**config.mk**
```make
export PLATFORM = sky130hd
export DESIGN_NAME = rscd_top
export DESIGN_NICKNAME = d
export VERILOG_FILES = /design/src/hw/rscd_pkg.sv /design/src/hw/rscd_top.sv
export VERILOG_INCLUDE_DIRS = /design/src /design/src/hw
export SDC_FILE = /design/constraint.sdc
export NUM_CORES = 1
export LEC_CHECK = 0
export ABC_AREA = 1
export ABC_CLOCK_PERIOD_IN_PS = 2200
export BUFFER_PORTS_ARGS = -buffer_cell sky130_fd_sc_hd__buf_2
export CORE_MARGIN = 3
export CORE_UTILIZATION = 54
export DETAILED_ROUTE_END_ITERATION = 12
export GPL_ROUTABILITY_DRIVEN = 0
export PLACE_DENSITY = 0.95
export SLEW_MARGIN = 0
export SYNTH_ARGS = -nofsm -noshare
export SYNTH_HDL_FRONTEND = slang
export SYNTH_SLANG_ARGS = --single-unit
```
**constraint.sdc**
```tcl
create_clock -name pclk -period 2.2 [get_ports pclk]
set_input_delay 0.44 -clock pclk [delete_from_list [all_inputs] [get_ports pclk]]
set_output_delay 0.44 -clock pclk [all_outputs]
set_load 0.05 [all_outputs]
```
**src/hw/rscd_cfg.svh**
```systemverilog
// register offsets, field positions, reset values and switch timing for the clock select block
// assumes inclusion from the package, the top module and the bench only
`ifndef RSCD_CFG_SVH
`define RSCD_CFG_SVH
`define RSCD_OFF_AUX3_STAT 12'h02c
`define RSCD_OFF_REF_CTRL 12'h030
`define RSCD_OFF_REF_DIV 12'h034
`define RSCD_OFF_REF_STAT 12'h038
`define RSCD_OFF_SYS_CTRL 12'h03c
`define RSCD_OFF_SYS_DIV 12'h040
`define RSCD_OFF_SYS_STAT 12'h044
`define RSCD_REF_AUX_HI 6
`define RSCD_REF_AUX_LO 5
`define RSCD_REF_SRC_HI 1
`define RSCD_REF_SRC_LO 0
`define RSCD_REF_INT_HI 9
`define RSCD_REF_INT_LO 8
`define RSCD_SYS_AUX_HI 7
`define RSCD_SYS_AUX_LO 5
`define RSCD_SYS_SRC_BIT 0
`define RSCD_SYS_INT_HI 31
`define RSCD_SYS_INT_LO 8
`define RSCD_SYS_DIVISOR_FRACTION_HI 7
`define RSCD_SYS_DIVISOR_FRACTION_LO 0
`define RSCD_AUX3_STAT_RST 32'h0000_0001
`define RSCD_REF_INT_RST 2'h1
`define RSCD_SYS_INT_RST 24'h00_0001
`define RSCD_SYS_DIVISOR_FRACTION_RST 8'h00
`define RSCD_REF_SRC_RST 2'h0
`define RSCD_SYS_SRC_RST 1'h0
`define RSCD_AUX_RST 3'h0
// time in ns with no source passed while a glitchless change settles, rounded up to pclk cycles
`define RSCD_GAP_NS 20
`define RSCD_CLK_NS 5
`define RSCD_GAP_CYC ((`RSCD_GAP_NS + `RSCD_CLK_NS - 1) / `RSCD_CLK_NS)
`endif

```
**src/hw/rscd_pkg.sv**
```systemverilog
// types for the reference and system clock select and divide block
// assumes the constants header beside it
`include "rscd_cfg.svh"
package rscd_pkg;
  typedef enum logic [1:0] {
    RSCD_IDLE,
    RSCD_DROP,
    RSCD_GAP,
    RSCD_TAKE
  } rscd_sw_e;

  typedef struct packed {
    rscd_sw_e st;
    logic [2:0] cnt;
    logic [2:0] cur;
    logic [2:0] tgt;
  } rscd_glm_s;

  typedef struct packed {
    logic [1:0] ref_aux;
    logic [1:0] ref_src;
    logic [1:0] ref_int;
    logic [2:0] sys_aux;
    logic sys_src;
    logic [23:0] sys_int;
    logic [7:0] sys_divisor_fraction;
    rscd_glm_s ref_glm;
    rscd_glm_s sys_glm;
    logic [31:0] prdata;
  } rscd_state_s;

  typedef struct packed {
    logic [1:0] ref_aux;
    logic [1:0] ref_src;
    logic [1:0] ref_int;
    logic [2:0] sys_aux;
    logic sys_src;
    logic [23:0] sys_int;
    logic [7:0] sys_divisor_fraction;
  } rscd_cfg_s;
endpackage

```
**src/hw/rscd_top.sv**
```systemverilog
// apb register slave for the reference and system clock generators
// assumes a single pclk domain; clock muxes themselves sit outside and follow cfg and status
`timescale 1ns/1ps
`include "rscd_cfg.svh"

// What this block does
// - aux output three status always reads 0x00000001.
// - reference aux source at bits 6:5: usb pll, input 0, input 1.
// - reference glitchless source at bits 1:0: ring osc, ref aux, crystal.
// - reference divider integer at bits 9:8 resets to 1; zero means 65536.
// - dividers and non-aux control fields rewritable any time while running.
// - system aux source at bits 7:5, six sources from system pll on.
// - system glitchless source bit 0 resets 0: reference or system aux.
// - system divider: 24-bit integer at 31:8 reset 1, fraction 7:0 reset 0.
// - glitchless mux changes source over several cycles, never in one step.
// - status is one-hot by source code, read-only, resets to bit 0.
// - at most one status bit set; it marks the passed source.
// - during a switch the status may read all zeros.
module rscd_top
  import rscd_pkg::*;
(
  input wire logic pclk,
  input wire logic presetn,
  input wire logic psel,
  input wire logic penable,
  input wire logic pwrite,
  input wire logic [11:0] paddr,
  input wire logic [31:0] pwdata,
  input wire logic [3:0] pstrb,
  output logic [31:0] prdata,
  output logic pready,
  output logic pslverr,
  output rscd_cfg_s cfg,
  output logic [31:0] ref_status,
  output logic [31:0] sys_status
);

  rscd_state_s s_q, s_d;

  // one-hot decode of a source code; used for both status words
  function automatic logic [31:0] onehot(input logic [2:0] c);
    logic [31:0] v;
    v = 32'h0;
    v[c] = 1'b1;
    return v;
  endfunction

  function automatic logic known_off(input logic [11:0] a);
    return (a == `RSCD_OFF_AUX3_STAT) || (a == `RSCD_OFF_REF_CTRL) ||
      (a == `RSCD_OFF_REF_DIV) || (a == `RSCD_OFF_REF_STAT) ||
      (a == `RSCD_OFF_SYS_CTRL) || (a == `RSCD_OFF_SYS_DIV) ||
      (a == `RSCD_OFF_SYS_STAT);
  endfunction

  // switch sequencer: drop old source, hold a gap, then take new one
  function automatic rscd_glm_s glm_step(input rscd_glm_s g, input logic [2:0] want);
    rscd_glm_s n;
    n = g;
    case (g.st)
      RSCD_IDLE: begin
        if (want != g.cur) begin
          n.tgt = want;
          n.st = RSCD_DROP;
        end
      end
      RSCD_DROP: begin
        n.st = RSCD_GAP;
        n.cnt = 3'(`RSCD_GAP_CYC);
      end
      RSCD_GAP: begin
        // a new request during the gap just retargets; no source is passed meanwhile
        n.tgt = want;
        if (g.cnt <= 3'h1) begin
          n.st = RSCD_TAKE;
        end else begin
          n.cnt = g.cnt - 3'h1;
        end
      end
      RSCD_TAKE: begin
        n.cur = g.tgt;
        n.st = RSCD_IDLE;
      end
      default: begin
        n.st = RSCD_IDLE;
      end
    endcase
    return n;
  endfunction

  function automatic logic [31:0] glm_status(input rscd_glm_s g);
    // old source is cut before status goes dark, new one shown once passed
    if (g.st == RSCD_GAP || g.st == RSCD_TAKE) begin
      return 32'h0;
    end
    return onehot(g.cur);
  endfunction

  logic acc, wr_acc, rd_acc;
  logic [31:0] wmask;
  assign acc = psel && penable;
  assign wr_acc = acc && pwrite && known_off(paddr);
  assign rd_acc = acc && !pwrite;
  generate
    for (genvar i = 0; i < 4; i++) begin : g_lane
      assign wmask[i*8 +: 8] = {8{pstrb[i]}};
    end
  endgenerate

  always_comb begin
    logic [31:0] w;
    logic [31:0] rd;
    w = 32'h0;
    rd = 32'h0;
    s_d = s_q;
    // fields written whenever the access lands, only where their byte lane strobe is set; no stall needed
    if (wr_acc) begin
      case (paddr)
        `RSCD_OFF_REF_CTRL: begin
          // old fields placed at their own bit positions so a masked lane keeps them
          w = (pwdata & wmask) | ({25'h0, s_q.ref_aux, 3'h0, s_q.ref_src} & ~wmask);
          s_d.ref_aux = w[`RSCD_REF_AUX_HI:`RSCD_REF_AUX_LO];
          s_d.ref_src = w[`RSCD_REF_SRC_HI:`RSCD_REF_SRC_LO];
        end
        `RSCD_OFF_REF_DIV: begin
          if (pstrb[1]) begin
            s_d.ref_int = pwdata[`RSCD_REF_INT_HI:`RSCD_REF_INT_LO];
          end
        end
        `RSCD_OFF_SYS_CTRL: begin
          if (pstrb[0]) begin
            s_d.sys_aux = pwdata[`RSCD_SYS_AUX_HI:`RSCD_SYS_AUX_LO];
            s_d.sys_src = pwdata[`RSCD_SYS_SRC_BIT];
          end
        end
        `RSCD_OFF_SYS_DIV: begin
          w = (pwdata & wmask) | ({s_q.sys_int, s_q.sys_divisor_fraction} & ~wmask);
          s_d.sys_int = w[`RSCD_SYS_INT_HI:`RSCD_SYS_INT_LO];
          s_d.sys_divisor_fraction = w[`RSCD_SYS_DIVISOR_FRACTION_HI:`RSCD_SYS_DIVISOR_FRACTION_LO];
        end
        default: begin
        end
      endcase
    end
    // reserved encodings are stored as written; the external mux treats them as off
    s_d.ref_glm = glm_step(s_q.ref_glm, {1'b0, s_q.ref_src});
    s_d.sys_glm = glm_step(s_q.sys_glm, {2'b00, s_q.sys_src});
    if (rd_acc) begin
      case (paddr)
        `RSCD_OFF_AUX3_STAT: rd = `RSCD_AUX3_STAT_RST;
        `RSCD_OFF_REF_CTRL: rd = {25'h0, s_q.ref_aux, 3'h0, s_q.ref_src};
        `RSCD_OFF_REF_DIV: rd = {22'h0, s_q.ref_int, 8'h0};
        `RSCD_OFF_REF_STAT: rd = glm_status(s_q.ref_glm);
        `RSCD_OFF_SYS_CTRL: rd = {24'h0, s_q.sys_aux, 4'h0, s_q.sys_src};
        `RSCD_OFF_SYS_DIV: rd = {s_q.sys_int, s_q.sys_divisor_fraction};
        `RSCD_OFF_SYS_STAT: rd = glm_status(s_q.sys_glm);
        default: rd = 32'h0;
      endcase
      s_d.prdata = rd;
    end
  end

  always_ff @(posedge pclk or negedge presetn) begin
    if (!presetn) begin
      s_q.ref_aux <= 2'(`RSCD_AUX_RST);
      s_q.ref_src <= `RSCD_REF_SRC_RST;
      s_q.ref_int <= `RSCD_REF_INT_RST;
      s_q.sys_aux <= `RSCD_AUX_RST;
      s_q.sys_src <= `RSCD_SYS_SRC_RST;
      s_q.sys_int <= `RSCD_SYS_INT_RST;
      s_q.sys_divisor_fraction <= `RSCD_SYS_DIVISOR_FRACTION_RST;
      s_q.ref_glm <= '{st: RSCD_IDLE, cnt: 3'h0, cur: 3'h0, tgt: 3'h0};
      s_q.sys_glm <= '{st: RSCD_IDLE, cnt: 3'h0, cur: 3'h0, tgt: 3'h0};
      s_q.prdata <= 32'h0;
    end else begin
      s_q <= s_d;
    end
  end

  // registered read data: every access phase takes two cycles
  logic rd_wait_q;
  always_ff @(posedge pclk or negedge presetn) begin
    if (!presetn) begin
      rd_wait_q <= 1'b0;
    end else begin
      rd_wait_q <= acc && !rd_wait_q;
    end
  end
  assign pready = rd_wait_q;
  assign pslverr = 1'b0;
  assign prdata = s_q.prdata;

  // software polls these; the divider zero case (65536) is applied by the divider itself
  assign cfg = '{ref_aux: s_q.ref_aux, ref_src: s_q.ref_src, ref_int: s_q.ref_int,
    sys_aux: s_q.sys_aux, sys_src: s_q.sys_src, sys_int: s_q.sys_int,
    sys_divisor_fraction: s_q.sys_divisor_fraction};
  assign ref_status = glm_status(s_q.ref_glm);
  assign sys_status = glm_status(s_q.sys_glm);

  a_ref_onehot: assert property (@(posedge pclk) disable iff (!presetn)
    $onehot0(ref_status)) else $error("ref status not one-hot");
  a_sys_onehot: assert property (@(posedge pclk) disable iff (!presetn)
    $onehot0(sys_status)) else $error("sys status not one-hot");
  a_ref_no_jump: assert property (@(posedge pclk) disable iff (!presetn)
    ($changed(ref_status) && $past(ref_status) != 32'h0) |-> ref_status == 32'h0)
    else $error("ref mux switched in one step");
  a_sys_no_jump: assert property (@(posedge pclk) disable iff (!presetn)
    ($changed(sys_status) && $past(sys_status) != 32'h0) |-> sys_status == 32'h0)
    else $error("sys mux switched in one step");
  a_ref_settles: assert property (@(posedge pclk) disable iff (!presetn)
    $changed(cfg.ref_src) |-> ##[1:20] ref_status == onehot({1'b0, cfg.ref_src}))
    else $error("ref switch did not complete");
  a_sys_settles: assert property (@(posedge pclk) disable iff (!presetn)
    $changed(cfg.sys_src) |-> ##[1:20] sys_status == onehot({2'b00, cfg.sys_src}))
    else $error("sys switch did not complete");
  a_aux3_const: assert property (@(posedge pclk) disable iff (!presetn)
    (rd_acc && paddr == `RSCD_OFF_AUX3_STAT) |=> prdata == 32'h1)
    else $error("aux3 status not constant one");
  a_refdiv_write: assert property (@(posedge pclk) disable iff (!presetn)
    (wr_acc && paddr == `RSCD_OFF_REF_DIV && pstrb[1]) |=> cfg.ref_int == $past(pwdata[9:8]))
    else $error("ref divider not written");
  a_sysdiv_write: assert property (@(posedge pclk) disable iff (!presetn)
    (wr_acc && paddr == `RSCD_OFF_SYS_DIV && pstrb == 4'hf) |=>
    {cfg.sys_int, cfg.sys_divisor_fraction} == $past(pwdata))
    else $error("sys divider not written");
  a_sysctl_write: assert property (@(posedge pclk) disable iff (!presetn)
    (wr_acc && paddr == `RSCD_OFF_SYS_CTRL && pstrb[0]) |=>
    cfg.sys_aux == $past(pwdata[7:5]) && cfg.sys_src == $past(pwdata[0]))
    else $error("sys control not written");
  a_refctl_write: assert property (@(posedge pclk) disable iff (!presetn)
    (wr_acc && paddr == `RSCD_OFF_REF_CTRL && pstrb == 4'hf) |=>
    cfg.ref_aux == $past(pwdata[6:5]) && cfg.ref_src == $past(pwdata[1:0]))
    else $error("ref control not written");
  a_refctl_lane: assert property (@(posedge pclk) disable iff (!presetn)
    (wr_acc && paddr == `RSCD_OFF_REF_CTRL && !pstrb[0]) |=> $stable(cfg.ref_aux))
    else $error("ref aux lost on masked write");
  a_refint_keep: assert property (@(posedge pclk) disable iff (!presetn)
    (wr_acc && paddr == `RSCD_OFF_REF_DIV && !pstrb[1]) |=> $stable(cfg.ref_int))
    else $error("ref divider changed without lane");
  a_cfg_hold: assert property (@(posedge pclk) disable iff (!presetn)
    !wr_acc |=> $stable(cfg))
    else $error("config changed without write");
  a_ro_ref_stat: assert property (@(posedge pclk) disable iff (!presetn)
    (acc && pwrite && paddr == `RSCD_OFF_REF_STAT) |=> $stable(cfg))
    else $error("ref status write changed config");
  a_ro_sys_stat: assert property (@(posedge pclk) disable iff (!presetn)
    (acc && pwrite && paddr == `RSCD_OFF_SYS_STAT) |=> $stable(cfg))
    else $error("sys status write changed config");
  a_ref_stat_read: assert property (@(posedge pclk) disable iff (!presetn)
    (rd_acc && paddr == `RSCD_OFF_REF_STAT) |=> prdata == $past(ref_status))
    else $error("ref status read wrong");
  a_sys_stat_read: assert property (@(posedge pclk) disable iff (!presetn)
    (rd_acc && paddr == `RSCD_OFF_SYS_STAT) |=> prdata == $past(sys_status))
    else $error("sys status read wrong");
  a_refctl_read: assert property (@(posedge pclk) disable iff (!presetn)
    (rd_acc && paddr == `RSCD_OFF_REF_CTRL) |=>
    prdata == {25'h0, $past(cfg.ref_aux), 3'h0, $past(cfg.ref_src)})
    else $error("ref control read wrong");
  a_refdiv_read: assert property (@(posedge pclk) disable iff (!presetn)
    (rd_acc && paddr == `RSCD_OFF_REF_DIV) |=> prdata == {22'h0, $past(cfg.ref_int), 8'h0})
    else $error("ref divider read wrong");
  a_sysctl_read: assert property (@(posedge pclk) disable iff (!presetn)
    (rd_acc && paddr == `RSCD_OFF_SYS_CTRL) |=>
    prdata == {24'h0, $past(cfg.sys_aux), 4'h0, $past(cfg.sys_src)})
    else $error("sys control read wrong");
  a_sysdiv_read: assert property (@(posedge pclk) disable iff (!presetn)
    (rd_acc && paddr == `RSCD_OFF_SYS_DIV) |=> prdata == {$past(cfg.sys_int), $past(cfg.sys_divisor_fraction)})
    else $error("sys divider read wrong");
  a_unmapped_read: assert property (@(posedge pclk) disable iff (!presetn)
    (rd_acc && !known_off(paddr)) |=> prdata == 32'h0)
    else $error("unmapped read not zero");
  a_prdata_hold: assert property (@(posedge pclk) disable iff (!presetn)
    !rd_acc |=> $stable(prdata))
    else $error("read data moved without read");
  a_pready_pulse: assert property (@(posedge pclk) disable iff (!presetn)
    pready |=> !pready)
    else $error("ready held over two cycles");
  a_pready_access: assert property (@(posedge pclk) disable iff (!presetn)
    pready |-> psel && penable)
    else $error("ready outside access phase");
  a_pready_next: assert property (@(posedge pclk) disable iff (!presetn)
    (psel && penable && !pready) |=> pready)
    else $error("ready late in access phase");
  a_slverr_low: assert property (@(posedge pclk) disable iff (!presetn)
    !pslverr)
    else $error("error response raised");
  a_ref_stat_range: assert property (@(posedge pclk) disable iff (!presetn)
    ref_status[31:4] == 28'h0)
    else $error("ref status bit beyond source codes");
  a_sys_stat_range: assert property (@(posedge pclk) disable iff (!presetn)
    sys_status[31:2] == 30'h0)
    else $error("sys status bit beyond source codes");
  // the gap is bounded: a dark status must come back within a few cycles
  a_ref_dark_short: assert property (@(posedge pclk) disable iff (!presetn)
    ref_status == 32'h0 |-> ##[1:8] ref_status != 32'h0)
    else $error("ref status dark too long");
  a_sys_dark_short: assert property (@(posedge pclk) disable iff (!presetn)
    sys_status == 32'h0 |-> ##[1:8] sys_status != 32'h0)
    else $error("sys status dark too long");
  a_ref_hold: assert property (@(posedge pclk) disable iff (!presetn)
    ($stable(cfg.ref_src) && ref_status == onehot({1'b0, cfg.ref_src})) |=>
    ref_status == $past(ref_status))
    else $error("ref status moved while settled");
  a_sys_hold: assert property (@(posedge pclk) disable iff (!presetn)
    ($stable(cfg.sys_src) && sys_status == onehot({2'b00, cfg.sys_src})) |=>
    sys_status == $past(sys_status))
    else $error("sys status moved while settled");
endmodule

```
==> results.cfg, run 1 <==
[outcome]
status = finished clean

[logic_synthesis]
simple_gate_share_of_the_synthesized_area_pct = 24.1
yosys.area_share.xor_xnor_pct = 0.328
post_synth.cell_area_avg_sq_um = 8.14
netlist_instances = 657
area_leader_netlist = sky130_fd_sc_hd__dfrtp_1
seq_area_frac_synth_pct = 42.6
synth_top_area_share_pct = 41.6
main_combinational_cell_family_by_area_after_synthesis = simple AND/OR/NAND/NOR gates
netlist_top_cells_area = sky130_fd_sc_hd__dfrtp_1 (42%), sky130_fd_sc_hd__buf_4 (19%), sky130_fd_sc_hd__nand2_1 (14%)
yosys_warnings = 0
post_synthesis_compound_gate_area_fraction_pct = 5.85
synth_adder_area_share_pct = 3.04
yosys-mux-area-fraction_pct = 0.211
syn_area_sq_um = 5350
ys_seq_elements = 91
synth.distinct_cells = 34

[finish]
layout-drive-gt1-share_pct = 25.3
postLayoutCellArea_sq_um = 5650
mostFrequentLayoutCells = sky130_fd_sc_hd__nand2_1 (201), sky130_fd_sc_hd__buf_2 (128), sky130_fd_sc_hd__dfrtp_1 (89)
layout.cells.most_common = sky130_fd_sc_hd__nand2_1
finalNetCount = 788
syn_to_final_growth_pct = 5.62
num_antenna_cells = 0

[timing]
hold_slack_ns = 0.0672
layout_min_cycle_time_ns = 2.11
worstMarginPinSlew_ns = 0.548
hold_viol = 0
max_freq_mhz = 474
slew_headroom_pct = 63.5
timing_max_transition_violations_final = 0
finalCritPeriodShare_pct = 95.8
final_skew_ns = 0.0127
finalSetupViolations = 0

[floorplan]
initial_cell_density_of_the_core_pct = 56.8
die_y_microns = 106
io_pins = 193
die_footprint_sq_um = 11100
die-width_microns = 106
placementRows = 35
placeableCoreArea_sq_um = 9420

[clock_network]
clock-sinks = 91
clock_buffers_created_by_tritoncts = 9
cts_htree_levels = 3
clockBufferDepth = 2
clock-root-buffer = sky130_fd_sc_hd__clkbuf_8
cts_tree = yes
clk_pin_slew_ns = 0.10
clkLatencyLatePin_ns = 0.35

[place]
placed_area_sq_um = 5410
place.detailed.hpwl_mm = 8.85
portBuffers = 133

[setup_path]
worstPathMaxFanout = 4
crit_arrival_ns = 1.67
cp-start-kind = flip-flop
worst_setup_path_end_kind = primary output
critPathRequiredTime_ns = 1.76
worstSetupPathType = flip-flop to primary output

[grt]
grt_first_pass_wirelength_mm = 18.5
globalRouteOverflowTotal = 0
grt_usage_pct = 20.5
grt_start_max_net_pins = 43
initial_antenna_violation_count = 1
first_global_vias = 3806

[drt]
post_detailed_routing_wire_length_mm = 11.6
number_of_remaining_drc_errors = 0
firstDrtPassIters = 4
num_vias = 4077
post_drt_via_cell_ratio = 4.76
ant_nets = 0
drt-wirelength-per-cell_microns = 13.5
drt_iter0_markers = 230

[pwr]
total_leakage_power_nw = 3.27
power.density_nw_per_um2 = 559
peakVddDrop_mv = 0.358

[run]
timing.max_cap.violations = 0

[min_path]
timing.hold.worst.class = input pin to async pin
## kinds of logic after synthesis
logic type,count (synthesis)
AOI/OAI and AO/OA,57
xor gates and xnor gates,2
adders and majority gates,13
buffers and inverters,192
DFF,91
muxes,1
other,1
and+or+nand+nor,300
## area by class of cell
class,count,area [sq um]
sequential,91,2280
fill,858,3770
timing repair buffer,145,801
clock buffer,9,124
tap,129,161
inverter,43,161
clock inverter,7,68.8
multi-input combinational,432,2050
## per-layer routing
metal	global-route usage (%)	wire (microns)	vias up
li1	-	-	2025
met5	0	13	-
met3	3.49	775	12
met1	27.7	4990	1887
met2	34.0	5680	151
met4	6.29	142	2
## worst paths after layout
kind                            slack [ns]        from            end  depth (start not counted)
min in group pclk                     0.31  pwdata[31]      flip-flop                          3
worst max register to register        0.50     s_q[52]      prdata[0]                         11
max in group asynchronous             1.48     presetn      prdata[2]                          2
worst max-delay path                  0.09     s_q[52]  ref_status[0]                          5
worst min-delay path                  0.07     presetn      async pin                          1
worst min register to register        0.43      pready         pready                          1
## power breakdown
| part | internal, mW | leakage (nW) | switching [mW] | total [mW] |
|---|---|---|---|---|
| Combinational | 0.0522 | 1.91 | 0.327 | 0.379 |
| Sequential | 1.67 | 1.26 | 0.000873 | 1.67 |
| Clock | 0.447 | 0.0937 | 0.660 | 1.11 |
## cell usage after synthesis (all sizes together)
master,count
nand3,49
nand4,13
xnor2,1
dfrtp,89
o2111ai,1
nor3,9
o22ai,3
buf,138
a21o,2
conb,1
xor2,1
o21ai,43
or2,2
dfstp,2
nand2,203
ha,13
a21oi,5
clkbuf,11
mux2,1
clkinv,1
nor2,23
inv,42
and2,1
a22o,3
## worst max-delay path, stage by stage, from the launching register on
cell,delay [ns]
sky130_fd_sc_hd__dfrtp_1,0.43
sky130_fd_sc_hd__ha_1,0.29
sky130_fd_sc_hd__nor2_4,0.14
sky130_fd_sc_hd__inv_2,0.07
sky130_fd_sc_hd__nor3_4,0.21
sky130_fd_sc_hd__buf_6,0.18
## timing repair
| action | in CTS | in global routing |
|---|---|---|
| buffers inserted | 0 | 1 |
| pin swaps | 0 | 1 |
| resized for setup | 4 | 10 |
| hold buffers | 0 | 0 |
| setup endpoints to repair | 2 | 5 |
| gates cloned | 0 | 0 |
## metrics by stage
step / setup TNS (ns) / utilization [%] / cells / total power, mW / setup slack (ns)
floorplan: 0 / - / 715 / 2.07 / 0.221
global placement: 0 / 57.4 / 839 / 2.08 / 0.281
detailed placement: 0 / 57.4 / 839 / 2.08 / 0.165
CTS: -0.0178 / 59.6 / 855 / 3.18 / -0.0157
global route: -0.0181 / 60.0 / 856 / 3.28 / -0.0181
finish: 0 / 60.0 / 856 / 3.16 / 0.0915
No activity file was read; power rests on OpenSTA's default activity.
==> run 2, diff against run 1 <==
--- a/config.mk
+++ b/config.mk
@@ -6,11 +6,10 @@
 export SDC_FILE = /design/constraint.sdc
 export NUM_CORES = 1
 export LEC_CHECK = 0
-export ABC_AREA = 1
 export ABC_CLOCK_PERIOD_IN_PS = 2200
 export BUFFER_PORTS_ARGS = -buffer_cell sky130_fd_sc_hd__buf_2
 export CORE_MARGIN = 3
-export CORE_UTILIZATION = 54
+export CORE_UTILIZATION = 53
 export DETAILED_ROUTE_END_ITERATION = 12
 export GPL_ROUTABILITY_DRIVEN = 0
 export PLACE_DENSITY = 0.95
==> results.cfg, run 2 <==
[logic_synthesis]
netlist_instances = 452
yosys.area_share.xor_xnor_pct = 0.526
synth_edf_count = 0
seq_area_frac_synth_pct = 45.7
main_combinational_cell_family_by_area_after_synthesis = buffers and inverters
post_synth.cell_area_avg_sq_um = 11.0
simple_gate_share_of_the_synthesized_area_pct = 8.00
synth_adder_area_share_pct = 3.26
yosys_warnings = 0
synth_commonest_cells = sky130_fd_sc_hd__buf_4 (134), sky130_fd_sc_hd__dfrtp_1 (89), sky130_fd_sc_hd__mux2_2 (46), sky130_fd_sc_hd__a22o_1 (24), sky130_fd_sc_hd__nand2_1 (19)
synth_top_area_share_pct = 44.6
synth.distinct_cells = 44
postSynth.asyncResetShare_pct = 100
yosys.cell_count.top_type = sky130_fd_sc_hd__buf_4
area_leader_netlist = sky130_fd_sc_hd__dfrtp_1
netlist_top_cells_area = sky130_fd_sc_hd__dfrtp_1 (45%), sky130_fd_sc_hd__buf_4 (20%), sky130_fd_sc_hd__mux2_2 (10%)
post_synthesis_compound_gate_area_fraction_pct = 9.58
yosys-mux-area-fraction_pct = 11.2
synth_ff_type = sky130_fd_sc_hd__dfrtp_1
ys_seq_elements = 91
syn_area_sq_um = 4990

[drt]
post_drt_via_cell_ratio = 5.30
drt_iter0_markers = 141
post_detailed_routing_wire_length_mm = 11.2
ant_nets = 0
firstDrtPassIters = 4
num_vias = 3404
drt-wirelength-per-cell_microns = 17.4
number_of_remaining_drc_errors = 0

[finish]
mostFrequentLayoutCells = sky130_fd_sc_hd__buf_2 (128), sky130_fd_sc_hd__dfrtp_1 (89), sky130_fd_sc_hd__conb_1 (59)
layout.cells.most_common = sky130_fd_sc_hd__buf_2
nFillCells = 724
syn_to_final_growth_pct = 8.50
finalNetCount = 594
layout-drive-gt1-share_pct = 43.5

[timing]
layout_min_cycle_time_ns = 2.09
final_skew_ns = 0.0132
hold_viol = 0
max_freq_mhz = 479
timing_max_transition_violations_final = 0
finalSetupViolations = 0
worstMarginPinSlew_ns = 0.651
slew_headroom_pct = 56.2
grt_setup_unrepaired = false
finalSetupTns_ns = 0
finalCritPeriodShare_pct = 95.0

[clock_network]
clk_pin_slew_ns = 0.10
cts_htree_levels = 3
cts_tree = yes
clock-root-buffer = sky130_fd_sc_hd__clkbuf_8
clkLatencyLatePin_ns = 0.35
clock-sinks = 91
clock_buffers_created_by_tritoncts = 9
clockBufferDepth = 2

[setup_path]
worst_setup_path_end_kind = primary output
crit_arrival_ns = 1.65
worstPathMaxFanout = 5
critPathRequiredTime_ns = 1.76
worstSetupPathType = flip-flop to primary output
cp-start-kind = flip-flop

[pwr]
power.density_nw_per_um2 = 784
total_power_mw = 4.24
peakVddDrop_mv = 0.436
total_leakage_power_nw = 2.96

[run]
timing.max_cap.violations = 0

[floorplan]
initial_cell_density_of_the_core_pct = 55.9
die_y_microns = 103
io_pins = 193
placeableCoreArea_sq_um = 8930
placementRows = 34
die-width_microns = 103
die_footprint_sq_um = 10600

[outcome]
status = finished clean

[min_path]
timing.hold.worst.class = input pin to flip-flop

[place]
portBuffers = 133
place.detailed.hpwl_mm = 8.61

[grt]
first_global_vias = 3348
globalRouteOverflowTotal = 0
grt_start_max_net_pins = 47
initial_antenna_violation_count = 1
grt_usage_pct = 20.6
grt_first_pass_wirelength_mm = 16.8
[run 2: cell count changes after synthesis, sizes merged, moves of 5 or more]
| cell | before | now |
|---|---|---|
| o21ai | 43 | 18 |
| mux2 | 1 | 48 |
| a21oi | 5 | 10 |
| nand4 | 13 | 3 |
| nor4 | 0 | 6 |
| inv | 42 | 10 |
| nand2 | 203 | 23 |
| a22o | 3 | 24 |
| nor2 | 23 | 12 |
| nand3 | 49 | 8 |
[run 2: per-layer routing]
layer / global-route usage [%] / share of wire, %
met5: 0 / 0
met4: 11.5 / 3.6
met3: 3.52 / 6.4
met2: 33.9 / 51
met1: 25.6 / 39
[run 2: kinds of logic (layout without fill, tap and decap cells)]
family	after synthesis	after routing
buffers and inverters	153	176
flip-flops	91	91
AND/OR/NAND/NOR	73	73
AO/OA/AOI/OAI	68	68
multiplexers	50	50
adder cells (fa/ha/maj)	13	13
XOR/XNOR	3	3
other	1	60
[run 2: cell type report]
cell class / count / area [sq um] / share of cell area [%]
Tap cell: 108 / 135 / 2.50
Sequential cell: 91 / 2280 / 42.1
Clock inverter: 6 / 65.1 / 1.20
Clock buffer: 10 / 138 / 2.54
Multi-Input combinational cell: 266 / 1920 / 35.4
Antenna cell: 1 / 2.50 / 0.0462
Inverter: 10 / 37.5 / 0.693
Timing Repair Buffer: 150 / 841 / 15.5
[run 2: per-stage QoR]
step                      setup slack, ns  std cells  area [sq um]  hold WS [ns]  util, %
final                               0.111        642          5420         0.316     60.6
after global routing               0.0240        642          5420         0.297     60.6
after CTS                        0.000152        640          5380         0.296     60.2
after detailed placement           0.0483        623          5150         0.323     57.7
after global placement             0.0963        623          5150         0.313     57.7
after floorplan                    0.0834        510          5250         0.144        -
[run 2: what timing repair did]
item | 4_1_cts | 5_1_grt
hold endpoints to repair | 13 | 0
hold buffers | 1 | 0
endpoints found under the setup margin | 6 | 6
pin swaps | 0 | 1
resized for setup | 5 | 7
setup buffers | 0 | 1
[run 2: worst paths after layout]
kind                            startpoint       endpoint  slack [ns]  cells past startpoint
worst max-delay path               s_q[46]  ref_status[1]        0.11                      3
worst min-delay path            pwdata[19]      flip-flop        0.32                      2
worst max register to register     s_q[41]      prdata[0]        0.54                      7
worst min register to register      pready         pready        0.44                      1
max in group asynchronous          presetn     prdata[16]        1.05                      3
min in group asynchronous          presetn      prdata[1]        0.49                      2
[run 2: critical path, stage by stage (launching register included)]
cell and delay, ns:
sky130_fd_sc_hd__dfrtp_1 0.48, sky130_fd_sc_hd__inv_1 0.16, sky130_fd_sc_hd__nor4_4 0.33, sky130_fd_sc_hd__buf_2 0.32
[run 2: power by group]
group          switching, mW  internal [mW]
Combinational          0.850          0.404
Sequential            0.0890           1.77
Clock                  0.580          0.556
Total                   1.52           2.73
